**src/fsq_pkg.sv**
```systemverilog
// Shared constants and types for the flash command sequencer
package fsq_pkg;
    // Register byte offsets
    localparam logic [7:0] ADDR_STATUS = 8'h00;
    localparam logic [7:0] ADDR_INDEX  = 8'h04;
    localparam logic [7:0] ADDR_PARAM  = 8'h08;
    localparam logic [7:0] ADDR_PROT   = 8'h0C;
    localparam logic [7:0] ADDR_CMDEN  = 8'h10;
    localparam logic [7:0] ADDR_SEC    = 8'h14;
    // Status bit positions
    localparam int ST_DONE = 7;
    localparam int ST_ACC  = 5;
    localparam int ST_PV   = 4;
    localparam int ST_VER  = 1;
    localparam int ST_UNC  = 0;
    // Command codes
    localparam logic [7:0] CMD_OTP   = 8'h07;
    localparam logic [7:0] CMD_ERALL = 8'h08;
    localparam logic [7:0] CMD_ERBLK = 8'h09;
    localparam logic [7:0] CMD_ERSEC = 8'h0A;
    localparam logic [7:0] CMD_UNSEC = 8'h0B;
    // Parameter index expected at launch
    localparam logic [2:0] IDX_OTP   = 3'h5;
    localparam logic [2:0] IDX_ERALL = 3'h0;
    localparam logic [2:0] IDX_ERBLK = 3'h1;
    localparam logic [2:0] IDX_ERSEC = 3'h1;
    localparam logic [2:0] IDX_UNSEC = 3'h0;
    localparam int         SLOTS     = 6;
    localparam logic [15:0] OTP_MAX  = 16'h0007;
    // Block select codes, global address bits 22:16
    localparam logic [6:0] PF_BLK_LO = 7'h7C;
    localparam logic [6:0] DF_BLK    = 7'h10;
    localparam logic [63:0] ERASED   = 64'hFFFF_FFFF_FFFF_FFFF;
    // Reset values and response codes
    localparam logic [4:0] CMDEN_RST   = 5'h1F;
    localparam logic [1:0] PROT_RST    = 2'h0;
    localparam logic       SECURED_RST = 1'b1;
    localparam logic [1:0] RESP_OKAY   = 2'h0;
    localparam logic [1:0] RESP_DECERR = 2'h3;
    typedef enum logic [3:0] {
        OP_NONE = 4'h0, OP_ERASE_ALL = 4'h1, OP_ERASE_BLK = 4'h2,
        OP_ERASE_SEC = 4'h3, OP_VFY_ALL = 4'h4, OP_VFY_BLK = 4'h5,
        OP_VFY_SEC = 4'h6, OP_READ_OTP = 4'h7, OP_PROG_OTP = 4'h8
    } array_op_t;
    typedef struct packed {
        logic        start;
        array_op_t   op;
        logic [22:0] addr;
        logic [63:0] data;
    } array_req_t;
    typedef struct packed {
        logic        done;
        logic        err;
        logic        uncorr;
        logic [63:0] rdata;
    } array_rsp_t;
endpackage

```
**src/flash_seq.sv**
```systemverilog
// Flash program/erase command sequencer with AXI4-Lite registers
//
// The AXI4-Lite slave port and the register offsets were decided locally.
`timescale 1ns/1ns
module flash_seq (
    input  logic                clock,
    input  logic                rst,
    input  logic [7:0]          awaddr,
    input  logic                awvalid,
    output logic                awready,
    input  logic [31:0]         wdata,
    input  logic [3:0]          wstrb,
    input  logic                wvalid,
    output logic                wready,
    output logic [1:0]          bresp,
    output logic                bvalid,
    input  logic                bready,
    input  logic [7:0]          araddr,
    input  logic                arvalid,
    output logic                arready,
    output logic [31:0]         rdata,
    output logic [1:0]          rresp,
    output logic                rvalid,
    input  logic                rready,
    output fsq_pkg::array_req_t arr_req,
    input  fsq_pkg::array_rsp_t arr_rsp,
    output logic                blk0_read_invalid
);
    typedef enum logic [5:0] {
        S_IDLE = 6'h01, S_CHECK = 6'h02, S_BLANK = 6'h04,
        S_PROG = 6'h08, S_ERASE = 6'h10, S_VFY = 6'h20
    } state_t;

    state_t              state_r;
    state_t              state_nxt;
    logic                cmd_done_r;
    logic                acc_r;
    logic                pv_r;
    logic                ver_r;
    logic                unc_r;
    logic                secured_r;
    logic                blk0_inv_r;
    logic [2:0]          index_r;
    logic [15:0]         param_r [fsq_pkg::SLOTS];
    logic [1:0]          prot_r;
    logic [4:0]          cmden_r;
    logic                bvalid_r;
    logic                rvalid_r;
    logic [1:0]          bresp_r;
    logic [1:0]          rresp_r;
    logic [31:0]         rdata_r;
    fsq_pkg::array_req_t req_r;
    logic                wr_fire;
    logic                rd_fire;
    logic                launch;
    logic                wr_ok;
    logic                rd_ok;
    logic [31:0]         rd_mux;
    logic [7:0]          cmd;
    logic [22:0]         gaddr;
    logic                is_pf;
    logic                is_df;
    logic                known;
    logic [2:0]          cmd_bit;
    logic [2:0]          need_idx;
    logic                chk_acc;
    logic                chk_pv;
    logic                done_in;
    logic                blank_bad;
    logic                vfy_bad;
    logic                end_op;
    logic                sts_wr;

    // AXI4-Lite handshakes
    assign wr_fire = awvalid & wvalid & ~bvalid_r;
    assign awready = wr_fire;
    assign wready  = wr_fire;
    assign rd_fire = arvalid & ~rvalid_r;
    assign arready = ~rvalid_r;
    assign bvalid  = bvalid_r;
    assign bresp   = bresp_r;
    assign rvalid  = rvalid_r;
    assign rresp   = rresp_r;
    assign rdata   = rdata_r;
    assign arr_req = req_r;
    assign blk0_read_invalid = blk0_inv_r;

    assign wr_ok = awaddr == fsq_pkg::ADDR_STATUS || awaddr == fsq_pkg::ADDR_INDEX
                || awaddr == fsq_pkg::ADDR_PARAM || awaddr == fsq_pkg::ADDR_PROT
                || awaddr == fsq_pkg::ADDR_CMDEN || awaddr == fsq_pkg::ADDR_SEC;
    assign sts_wr = wr_fire & (awaddr == fsq_pkg::ADDR_STATUS) & wstrb[0];
    assign launch = sts_wr & wdata[fsq_pkg::ST_DONE] & cmd_done_r;

    // Parameter decode
    assign cmd     = param_r[0][15:8];
    assign gaddr   = {param_r[0][6:0], param_r[1]};
    assign is_pf   = gaddr[22:16] >= fsq_pkg::PF_BLK_LO;
    assign is_df   = gaddr[22:16] == fsq_pkg::DF_BLK;
    assign known   = cmd >= fsq_pkg::CMD_OTP && cmd <= fsq_pkg::CMD_UNSEC;
    assign cmd_bit = 3'(cmd - fsq_pkg::CMD_OTP);
    assign done_in = arr_rsp.done;
    assign blank_bad = arr_rsp.rdata != fsq_pkg::ERASED;
    assign vfy_bad = arr_rsp.err | (cmd == fsq_pkg::CMD_OTP && arr_rsp.rdata != req_r.data);
    assign end_op  = state_r != S_IDLE && state_nxt == S_IDLE;

    // Launch-time checks
    always_comb
    begin
        need_idx = 3'h7;
        chk_pv   = 1'b0;
        case (cmd)
            fsq_pkg::CMD_OTP:   need_idx = fsq_pkg::IDX_OTP;
            fsq_pkg::CMD_ERALL: need_idx = fsq_pkg::IDX_ERALL;
            fsq_pkg::CMD_ERBLK: need_idx = fsq_pkg::IDX_ERBLK;
            fsq_pkg::CMD_ERSEC: need_idx = fsq_pkg::IDX_ERSEC;
            fsq_pkg::CMD_UNSEC: need_idx = fsq_pkg::IDX_UNSEC;
            default:            need_idx = 3'h7;
        endcase
        chk_acc = !known || !cmden_r[cmd_bit] || index_r != need_idx;
        case (cmd)
            fsq_pkg::CMD_OTP:
                chk_acc = chk_acc | (param_r[1] > fsq_pkg::OTP_MAX);
            fsq_pkg::CMD_ERBLK:
            begin
                chk_acc = chk_acc | !(is_pf | is_df);
                chk_acc = chk_acc | (is_pf & (gaddr[2:0] != 3'h0)) | (is_df & gaddr[0]);
                chk_pv  = (is_pf & prot_r[0]) | (is_df & prot_r[1]);
            end
            fsq_pkg::CMD_ERSEC:
            begin
                chk_acc = chk_acc | !is_pf;
                chk_acc = chk_acc | (gaddr[2:0] != 3'h0);
                chk_pv  = prot_r[0];
            end
            fsq_pkg::CMD_ERALL, fsq_pkg::CMD_UNSEC:
                chk_pv = |prot_r;
            default:
                chk_pv = 1'b0;
        endcase
    end

    // Sequencer
    always_comb
    begin
        state_nxt = state_r;
        unique case (state_r)
            S_IDLE:
                if (launch)
                    state_nxt = S_CHECK;
            S_CHECK:
                if (chk_acc || chk_pv)
                    state_nxt = S_IDLE;
                else if (cmd == fsq_pkg::CMD_OTP)
                    state_nxt = S_BLANK;
                else
                    state_nxt = S_ERASE;
            S_BLANK:
                if (done_in)
                    state_nxt = blank_bad ? S_IDLE : S_PROG;
            S_PROG, S_ERASE:
                if (done_in)
                    state_nxt = S_VFY;
            S_VFY:
                if (done_in)
                    state_nxt = S_IDLE;
            default:
                state_nxt = S_IDLE;
        endcase
    end

    always_ff @(posedge clock)
    begin
        if (rst)
            state_r <= S_IDLE;
        else
            state_r <= state_nxt;
    end

    function automatic fsq_pkg::array_op_t op_of(input state_t s, input logic [7:0] c);
        fsq_pkg::array_op_t o;
        o = fsq_pkg::OP_NONE;
        if (s == S_BLANK)
            o = fsq_pkg::OP_READ_OTP;
        else if (s == S_PROG)
            o = fsq_pkg::OP_PROG_OTP;
        else if (s == S_ERASE)
            o = c == fsq_pkg::CMD_ERBLK ? fsq_pkg::OP_ERASE_BLK
              : c == fsq_pkg::CMD_ERSEC ? fsq_pkg::OP_ERASE_SEC : fsq_pkg::OP_ERASE_ALL;
        else if (s == S_VFY)
            o = c == fsq_pkg::CMD_OTP ? fsq_pkg::OP_READ_OTP
              : c == fsq_pkg::CMD_ERBLK ? fsq_pkg::OP_VFY_BLK
              : c == fsq_pkg::CMD_ERSEC ? fsq_pkg::OP_VFY_SEC : fsq_pkg::OP_VFY_ALL;
        return o;
    endfunction

    // Array request, started on each new step
    always_ff @(posedge clock)
    begin
        if (rst)
            req_r <= '0;
        else
        begin
            req_r.start <= state_nxt != state_r && op_of(state_nxt, cmd) != fsq_pkg::OP_NONE;
            req_r.op    <= op_of(state_nxt, cmd);
            req_r.addr  <= cmd == fsq_pkg::CMD_OTP ? {20'h0, param_r[1][2:0]} : gaddr;
            req_r.data  <= {param_r[2], param_r[3], param_r[4], param_r[5]};
        end
    end

    always_ff @(posedge clock)
    begin
        if (rst)
            blk0_inv_r <= 1'b0;
        else
            blk0_inv_r <= state_nxt != S_IDLE && cmd == fsq_pkg::CMD_OTP;
    end

    // Status flags; hardware set wins over software clear
    always_ff @(posedge clock)
    begin
        if (rst)
            cmd_done_r <= 1'b1;
        else if (launch)
            cmd_done_r <= 1'b0;
        else if (end_op)
            cmd_done_r <= 1'b1;
    end

    always_ff @(posedge clock)
    begin
        if (rst)
            acc_r <= 1'b0;
        else
            acc_r <= (acc_r & ~(sts_wr & wdata[fsq_pkg::ST_ACC]))
                   | (state_r == S_CHECK & chk_acc)
                   | (state_r == S_BLANK & done_in & blank_bad);
    end

    always_ff @(posedge clock)
    begin
        if (rst)
            pv_r <= 1'b0;
        else
            pv_r <= (pv_r & ~(sts_wr & wdata[fsq_pkg::ST_PV]))
                  | (state_r == S_CHECK & ~chk_acc & chk_pv);
    end

    always_ff @(posedge clock)
    begin
        if (rst)
        begin
            ver_r <= 1'b0;
            unc_r <= 1'b0;
        end
        else if (launch)
        begin
            ver_r <= 1'b0;
            unc_r <= 1'b0;
        end
        else if (state_r == S_VFY && done_in)
        begin
            ver_r <= vfy_bad;
            unc_r <= arr_rsp.uncorr;
        end
    end

    always_ff @(posedge clock)
    begin
        if (rst)
            secured_r <= fsq_pkg::SECURED_RST;
        else if (state_r == S_VFY && done_in && !vfy_bad
                 && (cmd == fsq_pkg::CMD_ERALL || cmd == fsq_pkg::CMD_UNSEC))
            secured_r <= 1'b0;
    end

    // Software registers, frozen while a command runs
    always_ff @(posedge clock)
    begin
        if (rst)
        begin
            index_r <= 3'h0;
            prot_r  <= fsq_pkg::PROT_RST;
            cmden_r <= fsq_pkg::CMDEN_RST;
        end
        else if (wr_fire && cmd_done_r && wstrb[0])
        begin
            if (awaddr == fsq_pkg::ADDR_INDEX)
                index_r <= wdata[2:0];
            if (awaddr == fsq_pkg::ADDR_PROT)
                prot_r <= wdata[1:0];
            if (awaddr == fsq_pkg::ADDR_CMDEN)
                cmden_r <= wdata[4:0];
        end
    end

    for (genvar i = 0; i < fsq_pkg::SLOTS; i++)
    begin : g_slot
        always_ff @(posedge clock)
        begin
            if (rst)
                param_r[i] <= 16'h0000;
            else if (wr_fire && cmd_done_r && awaddr == fsq_pkg::ADDR_PARAM && index_r == 3'(i))
            begin
                if (wstrb[0])
                    param_r[i][7:0] <= wdata[7:0];
                if (wstrb[1])
                    param_r[i][15:8] <= wdata[15:8];
            end
        end
    end

    // Read data mux
    always_comb
    begin
        rd_ok  = 1'b1;
        rd_mux = 32'h0000_0000;
        case (araddr)
            fsq_pkg::ADDR_STATUS:
                rd_mux = {24'h0, cmd_done_r, 1'b0, acc_r, pv_r, 2'b00, ver_r, unc_r};
            fsq_pkg::ADDR_INDEX:
                rd_mux = {29'h0, index_r};
            fsq_pkg::ADDR_PARAM:
                rd_mux = index_r < 3'(fsq_pkg::SLOTS) ? {16'h0, param_r[index_r]} : 32'h0;
            fsq_pkg::ADDR_PROT:
                rd_mux = {30'h0, prot_r};
            fsq_pkg::ADDR_CMDEN:
                rd_mux = {27'h0, cmden_r};
            fsq_pkg::ADDR_SEC:
                rd_mux = {31'h0, secured_r};
            default:
                rd_ok = 1'b0;
        endcase
    end

    always_ff @(posedge clock)
    begin
        if (rst)
        begin
            bvalid_r <= 1'b0;
            bresp_r  <= fsq_pkg::RESP_OKAY;
        end
        else if (wr_fire)
        begin
            bvalid_r <= 1'b1;
            bresp_r  <= wr_ok ? fsq_pkg::RESP_OKAY : fsq_pkg::RESP_DECERR;
        end
        else if (bready)
            bvalid_r <= 1'b0;
    end

    always_ff @(posedge clock)
    begin
        if (rst)
        begin
            rvalid_r <= 1'b0;
            rresp_r  <= fsq_pkg::RESP_OKAY;
            rdata_r  <= 32'h0000_0000;
        end
        else if (rd_fire)
        begin
            rvalid_r <= 1'b1;
            rresp_r  <= rd_ok ? fsq_pkg::RESP_OKAY : fsq_pkg::RESP_DECERR;
            rdata_r  <= rd_mux;
        end
        else if (rready)
            rvalid_r <= 1'b0;
    end
endmodule

```
**config.mk**
```make
export PLATFORM = sky130hd
export DESIGN_NAME = flash_seq
export DESIGN_NICKNAME = d
export VERILOG_FILES = /design/src/fsq_pkg.sv /design/src/flash_seq.sv
export SDC_FILE = /design/constraint.sdc
export NUM_CORES = 1
export LEC_CHECK = 0
export ABC_AREA = 1
export BUFFER_PORTS_ARGS = -buffer_cell sky130_fd_sc_hd__buf_2
export CAP_MARGIN = 20
export CORE_MARGIN = 2
export CORE_UTILIZATION = 50
export DETAILED_ROUTE_END_ITERATION = 16
export PLACE_DENSITY = 0.82
export SLEW_MARGIN = 10
export SYNTH_ARGS = -nofsm -noshare
export SYNTH_HDL_FRONTEND = slang
export SYNTH_SLANG_ARGS = --single-unit
```
**constraint.sdc**
```tcl
create_clock -name clock -period 2.47 [get_ports clock]
set_input_delay 0.494 -clock clock [delete_from_list [all_inputs] [get_ports clock]]
set_output_delay 0.494 -clock clock [all_outputs]
set_load 0.005 [all_outputs]
```
==> out/metrics.yaml, run 1 <==
synth_enable_flop_cells: 96
worst_setup_slack_for_register_to_register_paths_ns: 0.14
synth.top_cells.by_area: "edfxtp_1, dfxtp_1, nor2_1"
worst_r2r_startpoint: "param_r[0][9]"
clk-insertion-delay-late_ns: 0.52
grt_max_degree: 57
fillers: 1848
routed_wire_length_per_instance_um: 15.89
length_of_the_first_detailed_routing_pass_in_iterations: 5
cp_most_frequent_cell: "nand2_1"
finalSetupViolations: 0
tightestPinTransition_ns: 0.5761
cp-start-kind: "flop"
total_i_o_pin_count: 260
max_freq_mhz: 428.7
synth_ff_type: "dfxtp_1"
hold_path.class: "input port to flop"
clock_pin_slew_on_the_worst_setup_and_hold_paths_ns: 0.07
yosysWarningCount: 0
worstSetupPathDepth: 15
syn_to_final_growth_pct: 20.31
worst-path-buf-inv: 1
initial_utilization_pct: 51.25
std_cell_rows: 53
critical_path.max_stage_delay_ns: 0.49
avgViaCountPerCell: 5.202
post_synthesis_instance_total: 1319
cts_made_buffers: 25
synth.distinct_cells: 50
yosys_register_bits: 234
crit_end: "arr_req[87]"
cellLeakagePower_nw: 6.095
cts.hold.buffers_added: 0
core-area_um2: 21150
critical-path-slowest-cell: "edfxtp_1"
power_density_nw_per_um2: 638.2
clockRootBuffer: "clkbuf_16"
crit_chain: "inv_1 > ha_1 > nand3_1 > nor2_2 > nor2_2 > nand2_1 > nand3_1 > nand2_1 > nand2_1 > nand2_1 > nand4_1 > nand2_1 > nand2_1 > o21ai_1 > a21oi_1"
synth_top_cell_by_area: "edfxtp_1"
reg2reg_to: "arr_req[87]"
io_buffers: 225
final-hold-violation-count: 0
antenna_violations_before_repair: 0
cp-startpoint: "param_r[0][9]"
sequential_element_share_of_the_synthesized_area_pct: 52.07
largest_delay_contributor_family_on_the_critical_path: "simple AND/OR/NAND/NOR gates"
grtUsageTotal_pct: 25.13
cts-root-to-sink-buffers: 3
h_tree_levels: 1
finish.instance_area_um2: 13040
fp.dieArea_um2: 22880
post-synth-top-count-cell: "nor2_1"
final.period_utilization_pct: 94.44
clock_sinks: 234
post_synth_most_frequent_cells: "nor2_1, inv_1, nand2_1, dfxtp_1, edfxtp_1"
max_slew_margin_pct: 61.60
irDropWorstVdd_v: 0.0004053
postSynthAreaPerCell_um2: 8.220
place.gp.congestion: 0.8989
synth_top_cell_area_share_pct: 26.59
ff2ff_path_depth: 15
post_route_cells_drive_above_1_share_pct: 21.66
post-route-min-period_ns: 2.333
synth_area_um2: 10840
first_pass_grt_wire_length_mm: 44.60
outcome: "complete, no violations"
final_max_slew_viol_count: 0
cp.required_ns: 2.84
setup_tns_ns: 0
clock_skew_ns: 0.01507
timing.max_cap.violations: 0
drcViolationCount: 0
setup.worst_path.end_class: "flop"
worstSetupPathType: "flop to flop"
finalNetCount: 1685
hpwlAfterDp_mm: 22.48
detailedRoute.firstIterationViolations: 772
cts_tree: "yes"
placed_cells: 1802
wl_mm: 29.37
post_dp_cell_area_um2: 12250
chip_width_um: 151.3
crit_path_max_fanout: 5
globalRoute.totalOverflow: 0
synth-async-reset-ratio_pct: 0
via_count: 9619
die_h_um: 151.3
cp_data_arrival_time_ns: 2.71
antennaDiodeCount: 0
ant_nets: 0
cell_count_final_fillers_out: 1849
utilization_pct: 61.66
via_count_of_the_first_global_routing_pass: 9118
==> tightest hold or removal path: stages <==
cell    delay [ns]
buf_2         0.07
nor2_1        0.03
nor2_1        0.09
nor2_1        0.04
==> repair_timing <==
| action | CTS | global route |
|---|---|---|
| endpoints found under the setup margin | 0 | 4 |
| gates resized for setup | 0 | 3 |
| buffers inserted | 0 | 1 |
==> cells in the final DEF, fill, tap and decap left out, drive strengths merged, types with 17 or more instances in the layout <==
| cell | count |
|---|---|
| o22ai | 17 |
| nand4 | 46 |
| edfxtp | 96 |
| inv | 207 |
| buf | 253 |
| nand3 | 52 |
| xnor2 | 41 |
| o21ai | 72 |
| nand2 | 176 |
| clkbuf | 32 |
| a21oi | 67 |
| nor2 | 282 |
| dfxtp | 138 |
==> where the power goes <==
part | internal (mW) | switching, mW | total [mW]
Sequential | 4.12 | 0.0659 | 4.19
Combinational | 0.224 | 0.359 | 0.584
Clock | 2.06 | 1.49 | 3.55
Total | 6.41 | 1.91 | 8.32
==> worst min-delay path by stage <==
stage	to	slack, ns	from	cells after the start
after floorplan	secured_r	0.42	secured_r	2
after global placement	secured_r	0.44	secured_r	2
after detailed placement	secured_r	0.45	secured_r	2
after CTS	bvalid	0.25	bready	4
after global routing	unc_r	0.29	arr_rsp[64]	3
final	bvalid	0.25	bready	4
==> logic make-up after synthesis <==
group / share of synthesized area (%)
flops: 52.07
fa+ha+maj: 0.4616
simple gates: 24.78
xor+xnor: 3.878
other cells: 0.03459
buf+inv: 10.08
compound gates: 8.702
==> sequential cells by signal, summed over array words and instances, names as in the netlist, named ones only <==
name	count
rdata	16
bvalid	1
acc_r	1
blk0_read_invalid	1
arr_req	92
param_r	96
cmden_r	5
bresp	1
cmd_done_r	1
rresp	1
ver_r	1
state_r	6
unc_r	1
index_r	3
pv_r	1
rvalid	1
secured_r	1
prot_r	2
==> area by class of cell <==
class	instances	area, um^2	area share [%]
clock buffers	32	683.2	5.237
clock inverters	14	98.84	0.7578
inverters	205	769.5	5.899
multi-input cells	836	4167	31.94
flip-flops and latches	234	5645	43.28
well taps	275	344.1	2.638
repair buffers	253	1336	10.24
==> through the flow <==
step	power, mW	hold slack (ns)	setup WS, ns
after floorplan	4.580	0.4194	0.1763
after global placement	4.829	0.4427	0.08636
after detailed placement	4.849	0.4461	-0.01698
after CTS	8.351	0.2476	0.1420
after global routing	8.595	0.2861	-0.01933
final	8.324	0.2527	0.1373
==> routing by layer <==
layer  vias to the layer above  global-route usage [%]  wire length, um
li1                       4677                       -                -
met1                      4403                   31.48            11620
met2                       466                   44.14            14380
met3                        73                   3.614             2426
met4                         0                   9.159              941
met5                         -                       0                0
No activity file was read; power rests on OpenSTA's default activity.
==> inputs of run 2 (changes only) <==
--- a/config.mk
+++ b/config.mk
@@ -9,9 +9,9 @@
 export BUFFER_PORTS_ARGS = -buffer_cell sky130_fd_sc_hd__buf_2
 export CAP_MARGIN = 20
 export CORE_MARGIN = 2
-export CORE_UTILIZATION = 50
+export CORE_UTILIZATION = 54
 export DETAILED_ROUTE_END_ITERATION = 16
-export PLACE_DENSITY = 0.82
+export PLACE_DENSITY = 0.87
 export SLEW_MARGIN = 10
 export SYNTH_ARGS = -nofsm -noshare
 export SYNTH_HDL_FRONTEND = slang
==> constraint.sdc (replaced) <==
create_clock -name clock -period 2.47 [get_ports clock]
set_input_delay 0.741 -clock clock [delete_from_list [all_inputs] [get_ports clock]]
set_output_delay 0.741 -clock clock [all_outputs]
set_load 0.005 [all_outputs]
==> run 2 against run 1 <==
  * Final cell count grew 0.32%
  * Wire length grew 5.1%
  * First-iteration DRC count grew 20%
  * Core utilization grew 5.9 points
  * Power shrank 0.18%
  * Sequential share of layout area shrank 0.60 points
  * Critical endpoint is now secured_r
  * Combinational power grew 7.4%
  * Design area grew 1.4%
  * Non-clock buffer count grew 21
  * Sequential cell count is the same
  * Clock power shrank 2%
  * Global-route usage grew 3.2 points
==> out/metrics.yaml, run 2 (synthesis results as in run 1) <==
setup_ws_ns: 0.1800
cts.hold.buffers_added: 0
crit_chain: "buf_2 > xnor2_1 > o21ai_0 > nor4_1 > buf_4 > nand4_1 > buf_4 > o21ai_0 > nand3_1 > nand2_1 > nand2_1"
max_slew_margin_pct: 51.10
seq_area_um2: 5645
clk-insertion-delay-late_ns: 0.52
cellLeakagePower_nw: 6.194
crit_path_max_fanout: 2
setup_tns_ns: 0
worstSetupPathType: "input port to flop"
power_density_nw_per_um2: 628.2
largest-register: "param_r"
layout_common_cells: "nor2_1, buf_2, inv_1"
cp.required_ns: 2.87
cellInternalPower_mw: 6.349
syn_to_final_growth_pct: 22.01
first_pass_grt_wire_length_mm: 47.91
chip_width_um: 145.7
final_max_slew_viol_count: 0
finalNetCount: 1704
post_route_cells_drive_above_1_share_pct: 22.83
grt_max_degree: 100
via_count: 9789
layout_commonest_cell: "nor2_1"
combPwrFrac_pct: 7.5
antennaDiodeCount: 0
core-area_um2: 19590
largest_register_ff_count: 96
fillers: 1557
critical-path-slowest-cell: "o21ai_0"
final-hold-violation-count: 0
via_count_of_the_first_global_routing_pass: 9272
p_sw_mw: 1.960
die_h_um: 145.7
antenna_violations_before_repair: 0
timing.max_cap.violations: 0
globalRoute.totalOverflow: 0
multi_input_comb_area_um2: 4175
post-route-min-period_ns: 2.290
clock_pin_slew_on_the_worst_setup_and_hold_paths_ns: 0.06
tightestPinTransition_ns: 0.7317
outcome: "complete, no violations"
irDropWorstVdd_v: 0.0005067
fp.dieArea_um2: 21230
detailedRoute.firstIterationViolations: 923
finalSetupViolations: 0
total_i_o_pin_count: 260
avgViaCountPerCell: 5.277
clock_skew_ns: 0.01796
max_freq_mhz: 436.7
final.period_utilization_pct: 92.71
io_buffers: 225
critical_path.max_stage_delay_ns: 0.45
clockRootBuffer: "clkbuf_16"
switching_share_pct: 23.59
power_frac_clock_pct: 42.0
grtUsageTotal_pct: 28.28
length_of_the_first_detailed_routing_pass_in_iterations: 5
drcViolationCount: 0
wl_mm: 30.87
h_tree_levels: 1
cts_made_buffers: 23
place.gp.congestion: 0.9187
hold_path.class: "flop to flop"
setup.worst_path.end_class: "flop"
power_frac_seq_pct: 50.4
cts-root-to-sink-buffers: 3
dp_worst_setup_slack_ns: -0.2642
cp-start-kind: "input port"
cp_data_arrival_time_ns: 2.69
ant_nets: 0
std_cell_rows: 51
cts_tree: "yes"
clock_sinks: 234
hpwlAfterDp_mm: 23.22
initial_utilization_pct: 55.34
routed_wire_length_per_instance_um: 16.64
[run 2: cell types whose count changed in the layout (fill, tap and decap cells not counted), moves of 2 or more]
cell / previous run / this run
clkinv_1: 3 / 1
clkinv_2: 8 / 5
inv_6: 1 / 3
clkbuf_16: 26 / 23
clkinv_4: 0 / 3
buf_12: 0 / 5
inv_4: 2 / 0
clkbuf_1: 5 / 3
buf_4: 28 / 44
[run 2: routing by layer]
metal	global-route usage, %	up-vias	part of all wire (%)
li1	-	4712	-
met1	36.82	4441	40
met2	47.17	569	47
met3	5.486	67	10
met4	10.34	0	3.2
met5	0	-	0
[run 2: through the flow]
step           power [mW]  cell area, um^2  instances  utilization (%)  hold WS [ns]
3_5_place_dp        4.887            12460       1813            63.58        0.4518
5_1_grt             8.561            13230       1855            67.52        0.4768
4_1_cts             8.327            13210       1854            67.41        0.4621
2_1_floorplan       4.580            10900       1334                -        0.4194
6_report            8.309            13230       1855            67.52        0.4610
3_3_place_gp        4.867            12460       1813            63.58        0.4406
[run 2: worst max-delay path: cells and delay by family]
kind / cells / cell delay, ns
xor+xnor: 1 / 0.15
compound gates: 2 / 0.56
buf+inv: 3 / 0.46
simple gates: 5 / 0.79
[run 2: area by class of cell]
| class | instances | area share (%) |
|---|---|---|
| sequential | 234 | 42.68 |
| multi-input combinational | 836 | 31.56 |
| timing repair buffer | 274 | 11.77 |
| inverter | 205 | 5.817 |
| clock buffer | 27 | 4.540 |
| tap | 265 | 2.507 |
| clock inverter | 14 | 1.126 |
[run 2: worst paths after layout]
| kind | start | endpoint | slack, ns | depth (start not counted) |
|---|---|---|---|---|
| worst min-delay path | rdata[0] | rdata[0] | 0.46 | 2 |
| worst min register to register | rdata[0] | rdata[0] | 0.46 | 2 |
| worst max-delay path | arr_rsp[60] | secured_r | 0.18 | 11 |
| worst max register to register | arr_req[60] | secured_r | 0.19 | 10 |
[run 2: power groups by stage]
stage,combinational (mW),clock [mW],sequential [mW]
finish,0.627,3.49,4.19
global route,0.686,3.68,4.20
CTS,0.620,3.52,4.19
detailed placement,0.615,0,4.27
global placement,0.596,0,4.27
floorplan,0.320,0,4.26
[run 2: what timing repair did]
item | 4_1_cts | 5_1_grt
setup endpoints to repair | 0 | 4
setup buffers | 0 | 1
gates resized for setup | 0 | 6
==> inputs of run 3 (changes only) <==
--- a/config.mk
+++ b/config.mk
@@ -11,6 +11,7 @@
 export CORE_MARGIN = 2
 export CORE_UTILIZATION = 54
 export DETAILED_ROUTE_END_ITERATION = 16
+export GPL_TIMING_DRIVEN = 0
 export PLACE_DENSITY = 0.87
 export SLEW_MARGIN = 10
 export SYNTH_ARGS = -nofsm -noshare
==> run 3 against run 2 <==
  * Sequential cell count did not move
  * Combinational power rose by 2%
  * Power fell by 1.2%
  * Sequential power barely moved
  * Largest cell class unchanged
  * Critical endpoint is now param_r[5][4]
  * Via count rose by 1.7%
  * Core utilization fell by 0.49 points
  * Highest routed layer unchanged
==> out/metrics.yaml, run 3 (synthesis results as in run 1) <==
outcome: "complete, no violations"
h_tree_levels: 1
cp-start-kind: "flop"
antennaDiodeCount: 0
irDropWorstVdd_v: 0.0004904
avgViaCountPerCell: 5.338
detailedRoute.firstIterationViolations: 956
syn_to_final_growth_pct: 21.12
wl_mm: 32.48
final_max_slew_viol_count: 0
io_buffers: 223
final-hold-violation-count: 0
tightestPinTransition_ns: 0.8167
power_frac_clock_pct: 41.2
max_slew_margin_pct: 45.55
setup.worst_path.end_class: "flop"
largest_register_ff_count: 96
initial_utilization_pct: 55.34
cellInternalPower_mw: 6.317
clock_sinks: 234
post-route-min-period_ns: 2.419
die_h_um: 145.7
drcViolationCount: 0
total_i_o_pin_count: 260
combPwrFrac_pct: 7.8
core-area_um2: 19590
switching_share_pct: 23.01
largest-register: "param_r"
cts-root-to-sink-buffers: 3
globalRoute.totalOverflow: 0
timing.max_cap.violations: 0
p_sw_mw: 1.888
clock_skew_ns: 0.008782
cp_data_arrival_time_ns: 2.62
max_freq_mhz: 413.4
fp.dieArea_um2: 21230
finalNetCount: 1715
power_mw: 8.206
power_frac_seq_pct: 51.1
cellLeakagePower_nw: 6.103
ff2ff_path_depth: 6
place.gp.congestion: 0.9576
crit_path_max_fanout: 10
layout_commonest_cell: "nor2_1"
clockRootBuffer: "clkbuf_16"
grt_max_degree: 16
clock_pin_slew_on_the_worst_setup_and_hold_paths_ns: 0.07
finalSetupViolations: 0
std_cell_rows: 51
clk-insertion-delay-late_ns: 0.51
post_route_cells_drive_above_1_share_pct: 21.49
via_count: 9960
ant_nets: 0
utilization_pct: 67.03
via_count_of_the_first_global_routing_pass: 9420
cts_made_buffers: 23
grtUsageTotal_pct: 29.66
hold_path.class: "flop to flop"
chip_width_um: 145.7
length_of_the_first_detailed_routing_pass_in_iterations: 6
first_pass_grt_wire_length_mm: 49.60
power_density_nw_per_um2: 624.9
cts_tree: "yes"
cp.required_ns: 2.67
hpwlAfterDp_mm: 24.92
antenna_violations_before_repair: 0
final.period_utilization_pct: 97.94
grt_setup_unrepaired: "yes"
routed_wire_length_per_instance_um: 17.40
layout_common_cells: "nor2_1, buf_2, inv_1"
worstSetupPathType: "flop to flop"
worst_hold_path.num_cells: 2
run 3: changes by cell type in the layout (fill, tap and decap cells not counted), sizes merged:
cell,delta
clkinv,-4
inv,-3
buf,-17
clkbuf,+36
bufinv,-1
run 3: timing repair:
item	4_1_cts	5_1_grt
endpoints found under the hold margin	0	0
hold buffers	0	0
resized for setup	1	13
setup buffers	0	2
endpoints found under the setup margin	8	29
pin swaps	0	1
run 3: final cells by class:
cell class / count / area, um^2
plain buffers: 59 / 322.8
clock buffers: 35 / 661.9
repair buffers: 226 / 1136
inverters: 205 / 769.5
well taps: 265 / 331.6
clock inverters: 6 / 58.81
flip-flops and latches: 234 / 5645
fillers: 1579 / 6459
multi-input cells: 836 / 4205
run 3: final timing paths:
path                   start       endpoint  slack [ns]
setup / recovery  index_r[0]  param_r[5][4]        0.05
hold / removal     secured_r      secured_r        0.46
setup reg to reg  index_r[0]  param_r[5][4]        0.05
hold reg to reg    secured_r      secured_r        0.46
run 3: metal layers:
layer	share of wire [%]	GRT usage, %	up-vias
met4	3.4	9.853	0
met3	9.6	5.172	90
li1	-	-	4733
met2	47	50.66	582
met1	40	38.33	4555
met5	0	0	-
run 3: metrics by stage:
stage	setup slack [ns]	std cells	TNS [ns]	instance area [um^2]	hold WS [ns]
after CTS	0.03567	1864	0	13070	0.4559
after global placement	-0.6313	1822	-27.14	12350	0.4416
after global routing	-0.1131	1866	-1.465	13130	0.4733
final	0.05077	1866	0	13130	0.4581
after detailed placement	-0.5967	1823	-26.04	12350	0.4450
after floorplan	-0.07068	1334	-1.131	10900	0.4194
run 3: power by group through the flow:
stage               combinational (mW)  clock, mW  sequential [mW]
floorplan                        0.320          0             4.26
global placement                 0.604          0             4.27
detailed placement               0.620          0             4.27
CTS                              0.626       3.37             4.19
global route                     0.694       3.53             4.20
finish                           0.638       3.38             4.19
run 3: worst max-delay path, stage by stage (launching register included):
cell	delay [ns]
dfxtp_1	0.31
buf_4	0.20
clkinv_1	0.43
nor2_1	0.27
nand3_1	0.19
o21ai_0	0.43
buf_2	0.28
